===== src/verilog/lamp_burst_pkg.sv =====
// Purpose: constants and carrier types for the lamp burst dimming core
// Assumes: 10 MHz system clock; oscillators modelled as clk_sys_i dividers
// Notes:   shared by the core and its per-channel gate module
// Behaviour
// - four channel gate phases spaced evenly
// - phasing shifts gates, never the burst waveform
// - burst high drives gates alternately at lamp rate
// - burst low holds all gates inactive
// - dim clock from pin or internal oscillator
// - dim range bits decode factor 8/4/2/1
// - duty minimum below, full above, linear between
// - receiver ignores brightness and dim oscillator
// - each channel has own 8-bit stagger
// - stagger equals value times M lamp periods
// - stagger beyond burst high gives no gates
// - strike code boosts lamp frequency up to double
// - lamp frequency returns to nominal only once all four lamps are struck
// - sixteen lamp cycle soft-start every burst
package lamp_burst_pkg;

  localparam int unsigned CHANNELS        = 4;
  localparam int unsigned CLK_HZ          = 10_000_000;
  // nominal internal lamp clock, dim clock and brightness code width
  localparam int unsigned LAMP_HZ_NOM     = 50_000;
  localparam int unsigned DIM_HZ_NOM      = 160;
  localparam int unsigned LAMP_DIV_NOM    = CLK_HZ / LAMP_HZ_NOM;
  localparam int unsigned DIM_DIV_NOM     = CLK_HZ / DIM_HZ_NOM;
  localparam int unsigned BRIGHT_W        = 8;
  localparam int unsigned SOFT_CYCLES     = 16;
  localparam int unsigned STRIKE_MAX_CODE = 7;
  // burst waveform counts 256 dim-clock-derived steps per burst cycle
  localparam int unsigned STEP_W          = 8;
  // brightness levels, as codes of the 0..3.3 V converter input
  localparam logic [7:0] LVL_0V0          = 8'h00;
  localparam logic [7:0] LVL_0V5          = 8'h27;
  localparam logic [7:0] LVL_2V0          = 8'h9B;
  localparam logic [7:0] LVL_3V3          = 8'hFF;
  localparam logic [7:0] DUTY_MIN         = 8'h19;
  localparam logic [7:0] DUTY_FULL        = 8'hFF;
  // control register bit positions
  localparam int unsigned CR2_BRIGHT_RANGE = 7;
  localparam int unsigned CR2_DIM_HI       = 2;
  localparam int unsigned CR2_DIM_LO       = 1;
  localparam int unsigned CR3_SLOPE        = 0;

  typedef struct packed {
    logic       burst_source_select;
    logic       dim_clock_source_select;
    logic       burst_out_gate;
    logic       lamp_clock_source_select;
    logic       lamp_range_select;
    logic [2:0] strike_boost_code;
    logic [7:0] control_reg_two;
    logic [7:0] control_reg_three;
  } cfg_t;

  typedef struct packed {
    logic gate_a;
    logic gate_b;
  } gate_pair_t;

endpackage : lamp_burst_pkg


===== src/verilog/lamp_burst_dimming_control.sv =====
// Purpose: four-channel burst dimming and lamp clock core
// Assumes: control bits come in already loaded from nonvolatile storage
// Notes:   sync pins are split into in, out and active-low output enable
`timescale 1ns/1ps
module lamp_burst_dimming_control #(
  parameter int unsigned LAMP_DIV = lamp_burst_pkg::LAMP_DIV_NOM,
  parameter int unsigned DIM_DIV  = lamp_burst_pkg::DIM_DIV_NOM
) (
  // clock and reset
  input  wire logic                  clk_sys_i,
  input  wire logic                  reset_i,
  // configuration
  input  wire lamp_burst_pkg::cfg_t  cfg_i,
  input  wire logic [31:0]           stagger_delay_regs_i,
  input  wire logic [7:0]            bright_code_i,
  input  wire logic [3:0]            lamp_struck_i,
  // sync pins
  input  wire logic                  burst_sync_pin_i,
  output logic                       burst_sync_pin_o,
  output logic                       burst_sync_pin_oe_n_o,
  input  wire logic                  lamp_sync_pin_i,
  output logic                       lamp_sync_pin_o,
  output logic                       lamp_sync_pin_oe_n_o,
  input  wire logic                  dim_osc_pin_i,
  // gate drive
  output lamp_burst_pkg::gate_pair_t [3:0] gates_o,
  output logic                       burst_pwm_o
);

  // ---------------------------------------------------------------
  // state
  // ---------------------------------------------------------------
  typedef struct packed {
    logic [1:0]  bsync_s;
    logic [1:0]  lamp_sync_pin_s;
    logic [1:0]  dosc_s;
    logic        lamp_sync_pin_d;
    logic        dosc_d;
    logic [15:0] lamp_cnt;
    logic        lamp_clk;
    logic [15:0] phase_cnt;
    logic [15:0] half_len;
    logic [15:0] meas_cnt;
    logic [23:0] dim_cnt;
    logic [23:0] dim_per;
    logic [15:0] dim_step;
    logic [7:0]  step_cnt;
    logic        burst;
    logic        burst_d;
  } core_state_t;

  core_state_t st_reg;
  core_state_t st_next;
  logic [3:0]  mult;
  logic [7:0]  duty;
  logic [15:0] lamp_div_eff;
  logic        lamp_tick;
  logic        dim_tick;
  logic        any_strike;
  logic [3:0]  phase_tick;
  logic [7:0]  lvl_lo;
  logic [7:0]  lvl_hi;
  logic [7:0]  b_eff;
  logic [15:0] span_prod;

  // ---------------------------------------------------------------
  // decode
  // ---------------------------------------------------------------
  always_comb begin
    unique case ({cfg_i.control_reg_two[lamp_burst_pkg::CR2_DIM_HI],
                  cfg_i.control_reg_two[lamp_burst_pkg::CR2_DIM_LO]})
      2'b00:   mult = 4'h8;
      2'b01:   mult = 4'h4;
      2'b10:   mult = 4'h2;
      default: mult = 4'h1;
    endcase
  end

  // brightness mapping; slope inverts the code, range picks limits
  always_comb begin
    if (cfg_i.control_reg_two[lamp_burst_pkg::CR2_BRIGHT_RANGE]) begin
      lvl_lo = lamp_burst_pkg::LVL_0V0;
      lvl_hi = lamp_burst_pkg::LVL_3V3;
    end else begin
      lvl_lo = lamp_burst_pkg::LVL_0V5;
      lvl_hi = lamp_burst_pkg::LVL_2V0;
    end
    // negative slope mirrors the code inside the range, clamped below
    b_eff = bright_code_i;
    if (cfg_i.control_reg_three[lamp_burst_pkg::CR3_SLOPE])
      b_eff = (bright_code_i > 8'(lvl_lo + lvl_hi)) ? 8'h00 :
              8'(lvl_lo + lvl_hi - bright_code_i);
    span_prod = 16'h0000;
    if (b_eff <= lvl_lo) begin
      duty = lamp_burst_pkg::DUTY_MIN;
    end else if (b_eff >= lvl_hi) begin
      duty = lamp_burst_pkg::DUTY_FULL;
    end else begin
      span_prod = 16'(b_eff - lvl_lo) *
                  16'(lamp_burst_pkg::DUTY_FULL - lamp_burst_pkg::DUTY_MIN);
      duty = 8'(16'(lamp_burst_pkg::DUTY_MIN) +
                span_prod / 16'(lvl_hi - lvl_lo));
    end
  end

  // strike boost shortens the lamp period: code 7 halves it
  assign any_strike = |(~lamp_struck_i);
  always_comb begin
    if (any_strike)
      lamp_div_eff = 16'((LAMP_DIV * 14) /
                         (14 + 2 * 32'(cfg_i.strike_boost_code)));
    else
      lamp_div_eff = 16'(LAMP_DIV);
  end

  // ---------------------------------------------------------------
  // next state
  // ---------------------------------------------------------------
  always_comb begin
    st_next         = st_reg;
    st_next.bsync_s = {st_reg.bsync_s[0], burst_sync_pin_i};
    st_next.lamp_sync_pin_s = {st_reg.lamp_sync_pin_s[0], lamp_sync_pin_i};
    st_next.dosc_s  = {st_reg.dosc_s[0], dim_osc_pin_i};
    st_next.lamp_sync_pin_d = st_reg.lamp_sync_pin_s[1];
    st_next.dosc_d  = st_reg.dosc_s[1];
    lamp_tick       = 1'b0;
    dim_tick        = 1'b0;

    // lamp clock: internal divider or edges of the sync pin
    if (!cfg_i.lamp_clock_source_select) begin
      // low half first, so reset never stretches the first period
      if (st_reg.lamp_cnt >= lamp_div_eff - 16'h0001) begin
        st_next.lamp_cnt = 16'h0000;
        st_next.lamp_clk = 1'b0;
      end else begin
        st_next.lamp_cnt = st_reg.lamp_cnt + 16'h0001;
        if (st_reg.lamp_cnt == (lamp_div_eff >> 1)) begin
          st_next.lamp_clk = 1'b1;
          lamp_tick        = 1'b1;
        end
      end
    end else begin
      lamp_tick        = st_reg.lamp_sync_pin_s[1] && !st_reg.lamp_sync_pin_d;
      st_next.lamp_clk = st_reg.lamp_sync_pin_s[1];
    end

    // measure lamp period so the phase offsets follow any source
    if (lamp_tick) begin
      st_next.half_len  = st_reg.meas_cnt >> 1;
      st_next.meas_cnt  = 16'h0000;
      st_next.phase_cnt = 16'h0000;
    end else begin
      if (st_reg.meas_cnt != 16'hFFFF)
        st_next.meas_cnt = st_reg.meas_cnt + 16'h0001;
      st_next.phase_cnt = st_reg.phase_cnt + 16'h0001;
    end

    // dim clock: pin edges or internal divider, 256 sub-steps per edge
    if (cfg_i.dim_clock_source_select) begin
      // step length follows the pin period measured one cycle earlier
      if (st_reg.dim_per != 24'hFFFFFF)
        st_next.dim_per = st_reg.dim_per + 24'h000001;
      if (st_reg.dosc_s[1] && !st_reg.dosc_d) begin
        st_next.dim_per  = 24'h000000;
        st_next.dim_step = 16'(st_reg.dim_per >> 8);
      end
      if (st_reg.dim_cnt >= 24'(st_reg.dim_step)) begin
        st_next.dim_cnt = 24'h000000;
        dim_tick        = 1'b1;
      end else begin
        st_next.dim_cnt = st_reg.dim_cnt + 24'h000001;
      end
    end else begin
      if (st_reg.dim_cnt >= 24'((DIM_DIV * 32'(mult)) >> 11)) begin
        st_next.dim_cnt = 24'h000000;
        dim_tick        = 1'b1;
      end else begin
        st_next.dim_cnt = st_reg.dim_cnt + 24'h000001;
      end
    end

    // burst waveform
    if (dim_tick)
      st_next.step_cnt = st_reg.step_cnt + 8'h01;
    if (cfg_i.burst_source_select) begin
      st_next.burst = st_reg.bsync_s[1];
    end else begin
      st_next.burst = (duty == lamp_burst_pkg::DUTY_FULL) ||
                      (st_next.step_cnt < duty);
    end
    st_next.burst_d = st_reg.burst;
  end

  always_ff @(posedge clk_sys_i or posedge reset_i) begin
    if (reset_i) begin
      st_reg <= '0;
    end else begin
      st_reg <= st_next;
    end
  end

  // ---------------------------------------------------------------
  // channels
  // ---------------------------------------------------------------
  // the burst itself is shared; only each gate phase is offset
  genvar ch;
  generate
    for (ch = 0; ch < lamp_burst_pkg::CHANNELS; ch++) begin : g_ch
      assign phase_tick[ch] = (st_reg.phase_cnt ==
                               16'((32'(st_reg.half_len) * 2 * ch) /
                                   lamp_burst_pkg::CHANNELS));
      lamp_channel_gate u_gate (
        .clk_sys_i    (clk_sys_i),
        .reset_i      (reset_i),
        .phase_tick_i (phase_tick[ch]),
        .burst_i      (st_reg.burst),
        .burst_rise_i (st_reg.burst && !st_reg.burst_d),
        .step_mult_i  (mult),
        .stagger_i    (stagger_delay_regs_i[ch*8 +: 8]),
        .half_len_i   (st_reg.half_len),
        .gate_a_o     (gates_o[ch].gate_a),
        .gate_b_o     (gates_o[ch].gate_b)
      );
    end
  endgenerate

  // ---------------------------------------------------------------
  // pins
  // ---------------------------------------------------------------
  assign burst_pwm_o           = st_reg.burst;
  assign burst_sync_pin_o      = st_reg.burst;
  assign burst_sync_pin_oe_n_o = cfg_i.burst_source_select ||
                                 cfg_i.burst_out_gate;
  assign lamp_sync_pin_o       = st_reg.lamp_clk;
  assign lamp_sync_pin_oe_n_o  = cfg_i.lamp_clock_source_select;

endmodule : lamp_burst_dimming_control


===== src/verilog/lamp_channel_gate.sv =====
// Purpose: one channel: stagger, soft-start and alternating gate drive
// Assumes: phase_tick_i pulses once per lamp period, all on clk_sys_i
// Notes:   phase of the channel chosen by the caller through phase_tick_i
`timescale 1ns/1ps
module lamp_channel_gate (
  // clock and reset
  input  wire logic                     clk_sys_i,
  input  wire logic                     reset_i,
  // timing
  input  wire logic                     phase_tick_i,
  input  wire logic                     burst_i,
  input  wire logic                     burst_rise_i,
  input  wire logic [3:0]               step_mult_i,
  input  wire logic [7:0]               stagger_i,
  input  wire logic [15:0]              half_len_i,
  // drive
  output logic                          gate_a_o,
  output logic                          gate_b_o
);

  typedef struct packed {
    logic [11:0] wait_cnt;
    logic        waiting;
    logic        active;
    logic        side;
    logic [4:0]  soft_cnt;
    logic [15:0] on_cnt;
    logic        gate_a;
    logic        gate_b;
  } chan_state_t;

  chan_state_t st_reg;
  chan_state_t st_next;
  logic [15:0] on_len;

  always_comb begin
    st_next = st_reg;
    // soft-start: on time grows in sixteenths, rounded up so the first
    // lamp cycle of a burst already carries a short pulse
    on_len = (st_reg.soft_cnt >= 5'(lamp_burst_pkg::SOFT_CYCLES)) ?
             half_len_i :
             16'(((32'(half_len_i) *
                   (32'(st_reg.soft_cnt) + 32'h0000_0001)) +
                  32'h0000_000F) >> 4);
    if (burst_rise_i) begin
      st_next.wait_cnt = 12'(stagger_i) * 12'(step_mult_i);
      st_next.waiting  = 1'b1;
      st_next.active   = 1'b0;
      st_next.soft_cnt = 5'h00;
    end else if (phase_tick_i && st_reg.waiting) begin
      if (st_reg.wait_cnt == 12'h000) begin
        st_next.waiting = 1'b0;
        st_next.active  = 1'b1;
        // every burst opens on gate_a with a fresh on-time count
        st_next.side    = 1'b0;
        st_next.on_cnt  = 16'h0000;
      end else begin
        st_next.wait_cnt = st_reg.wait_cnt - 12'h001;
      end
    end else if (phase_tick_i && st_reg.active) begin
      st_next.side   = ~st_reg.side;
      st_next.on_cnt = 16'h0000;
      if (st_reg.side && st_reg.soft_cnt < 5'(lamp_burst_pkg::SOFT_CYCLES))
        st_next.soft_cnt = st_reg.soft_cnt + 5'h01;
    end else if (st_reg.on_cnt != 16'hFFFF) begin
      st_next.on_cnt = st_reg.on_cnt + 16'h0001;
    end
    // burst fall ends everything, also a stagger still waiting
    if (!burst_i) begin
      st_next.waiting = 1'b0;
      st_next.active  = 1'b0;
    end
    st_next.gate_a = st_next.active && !st_next.side &&
                     (st_next.on_cnt < on_len) && burst_i;
    st_next.gate_b = st_next.active && st_next.side &&
                     (st_next.on_cnt < on_len) && burst_i;
  end

  always_ff @(posedge clk_sys_i or posedge reset_i) begin
    if (reset_i) begin
      st_reg <= '0;
    end else begin
      st_reg <= st_next;
    end
  end

  assign gate_a_o = st_reg.gate_a;
  assign gate_b_o = st_reg.gate_b;

endmodule : lamp_channel_gate

===== config.mk =====
export PLATFORM = sky130hd
export DESIGN_NAME = lamp_burst_dimming_control
export DESIGN_NICKNAME = d
export VERILOG_FILES = /design/src/verilog/lamp_burst_pkg.sv /design/src/verilog/lamp_burst_dimming_control.sv /design/src/verilog/lamp_channel_gate.sv
export SDC_FILE = /design/constraint.sdc
export NUM_CORES = 2
export LEC_CHECK = 0
export BUFFER_PORTS_ARGS = -buffer_cell sky130_fd_sc_hd__buf_2
export CAP_MARGIN = 5
export CELL_PAD_IN_SITES_DETAIL_PLACEMENT = 1
export CELL_PAD_IN_SITES_GLOBAL_PLACEMENT = 2
export CORE_AREA = 4 4 484 486
export DETAILED_ROUTE_END_ITERATION = 12
export DIE_AREA = 0 0 488 490
export GPL_ROUTABILITY_DRIVEN = 0
export GPL_TIMING_DRIVEN = 0
export PLACE_DENSITY = 0.63
export REMOVE_ABC_BUFFERS = 1
export SETUP_SLACK_MARGIN = 0.05
export SLEW_MARGIN = 20
export SYNTH_ARGS = -nofsm -noshare
export SYNTH_HDL_FRONTEND = slang
export SYNTH_SLANG_ARGS = --single-unit

===== constraint.sdc =====
create_clock -name clk_sys_i -period 10.2 [get_ports clk_sys_i]
set_clock_uncertainty 0.15 [all_clocks]
set_input_delay 1.02 -clock clk_sys_i [delete_from_list [all_inputs] [get_ports clk_sys_i]]
set_output_delay 1.02 -clock clk_sys_i [all_outputs]
set_load 0.01 [all_outputs]

==> results.cfg <==
[synthesis]
seq_area_frac_synth = 0.130
synth_cell_types = 142
syn-cell-area_sq_um = 57300
synth_top_area_frac = 0.130
syn_inst = 7523
ys_warn_count = 0
synth-async-reset-ratio = 1.00
synth_edf_count = 0
ys.flop_type = dfrtp_1
yosysTopAreaCell = dfrtp_1
synth_area_leaders = dfrtp_1 13%, ha_1 12%, fa_1 9.8%
synth-seq-cells = 298
avgSynthCellArea_sq_um = 7.62

[clocking]
htree_levels = 2
cts_buffers = 41
cts_root_buf = clkbuf_16
cts_tree = built
clk_latency_ns = 0.61
clk_pin_slew_ns = 0.06
cts_buffer_depth = 3
cts.sinks = 298

[worst_setup_path]
worst_setup_path_start_kind = input pin
cp-end-kind = flip-flop
cpMostUsedCell = ha_4
cp_top_family = compound AO/OA/AOI/OAI gates
arrival_ns = 52.34
crit_buf_inv = 32
cpPeakStageDelay_ns = 0.58
slowest_stage = a2111o_1
cp.required_ns = 10.53
crit_type = input pin to flip-flop
path_max_fanout = 10

[outcome]
violations = setup timing
status = finished, violations left

[routing]
routed_via_density = 5.25
drc_errors = 0
vias = 57740
final_antenna_net_count = 0
drtIter0Drc = 2517
drt-total-wl_mm = 210
post_drt_wl_per_cell_microns = 19.1
drtPass1Iterations = 7

[floorplanning]
core_sq_um = 230000
num_rows = 176
fp.dieW_microns = 488
die_y_microns = 490
start_util = 0.250
num_io_pins = 86
dieArea_sq_um = 239000

[global_routing]
grt_usage = 0.168
first_global_vias = 60272
grt.overflow.total = 0
grt_pass1_wl_mm = 334
antenna_found_initial = 4
grt_max_degree = 91

[sta]
maxSlewHeadroom = 0.123
slew_viol_final = 0
fin_crit_sh = 5.10
fmax_ghz = 0.0192
setup_violations = 65
fin_ws_ns = -41.81
worstMarginPinSlew_ns = 1.30
period_needed_ns = 52.01
rsz0062_at_grt = true
hold_violations = 0

[final_layout]
seq_area_sq_um = 7480
post-route-util = 0.309
largest_register_ffs = 144
multiInputGateArea_sq_um = 50400
drive_above_1_share = 0.192
layout_commonest_cell = nand2_1
layout_common_cells = 854 x nand2_1, 535 x buf_4, 513 x inv_1
fill_cells = 27337
layout.nets = 8844
finalNonFillerCells = 10998
area_delta_synth_final_pct = 23.6
postLayoutCellArea_sq_um = 70900
num_antenna_cells = 0

[placement]
dp_hpwl_mm = 153
numPortBuffers = 72
dp_cells = 10360
place_area_sq_um = 61200

[min_path]
hold_path.class = flip-flop to flip-flop

[job]
max_cap_violations = 0
[path summary, 6_finish.rpt]
path                            depth (start not counted)                       end  slack (ns)                      start
worst max-delay path                                  282                st_reg[95]      -41.81                  cfg_i[16]
worst min-delay path                                    0              st_next[140]        0.20               st_next[144]
worst max register to register                         32   g_ch[0].u_gate.gate_b_o        1.41  g_ch[0].u_gate.st_reg[18]
worst min register to register                          0              st_next[140]        0.20               st_next[144]
max in group asynchronous                               4  g_ch[2].u_gate.st_reg[6]        8.25                    reset_i
min in group asynchronous                               2               st_reg[133]        0.28                    reset_i
[synth_stat cells (all sizes together) (97+ instances only)]
library cell,instances
inv,554
nand4,109
clkbuf,227
o21ai,555
o21a,125
nand3,246
dfrtp,298
a21oi,381
nand2b,97
fa,281
xnor2,336
and3,103
nor3,235
xor2,189
a31oi,101
nand2,900
a21o,132
ha,548
nor4,100
and2,167
nor2,561
[area by class of cell]
class / instances / share of cell area
inverters: 554 / 0.0301
multi-input cells: 6367 / 0.711
flip-flops and latches: 298 / 0.105
repair buffers: 677 / 0.0797
clock buffers: 53 / 0.0164
clock inverters: 20 / 0.00378
well taps: 3026 / 0.0534
repair inverters: 3 / 0.000353
[metrics by stage]
step / hold slack [ns] / TNS, ns / setup slack [ns]
after floorplan: 0.181 / -3439.23 / -54.42
after detailed placement: 0.186 / -4581.04 / -71.75
final: 0.197 / -2674.84 / -41.81
after global placement: 0.185 / -6546.62 / -83.68
after CTS: 0.200 / -2696.35 / -42.04
after global routing: 0.212 / -2827.11 / -44.16
[worst reg2reg max path, delay by kind of cell, from the launching register on]
family	cells	cell delay [ns]
XOR/XNOR	1	0.14
AO/OA/AOI/OAI	16	3.62
buffers and inverters	3	0.46
AND/OR/NAND/NOR	6	0.74
flip-flops	1	0.55
adder cells (fa/ha/maj)	6	2.98
[logic make-up (layout without fill, tap and decap cells)]
logic type | Yosys count | in the layout | synth area share
mux | 120 | 120 | 0.0226
fa+ha+maj | 830 | 830 | 0.218
buf+inv | 871 | 1307 | 0.0600
xor+xnor | 527 | 527 | 0.0810
other cells | 1 | 8 | 0.0000654
simple gates | 2902 | 2907 | 0.255
compound gates | 1974 | 1975 | 0.234
flops | 298 | 298 | 0.130
[routing by layer]
| layer | track usage | up-vias | wire (microns) |
|---|---|---|---|
| met5 | 0 | - | 0 |
| met1 | 0.227 | 29051 | 98500 |
| met2 | 0.294 | 658 | 102000 |
| met4 | 0.0322 | 0 | 4050 |
| met3 | 0.0111 | 210 | 4850 |
| li1 | - | 27821 | - |
[what timing repair did]
item,4_1_cts,5_1_grt
endpoints found under the setup margin,65,65
resized for setup,455,375
hold buffers,0,0
cloned,10,6
pin swaps,214,313
setup buffers,341,213
Power is left out: the tool's default activity adds up to more than one toggle a clock period on the data nets, which glitch-free logic cannot reach.
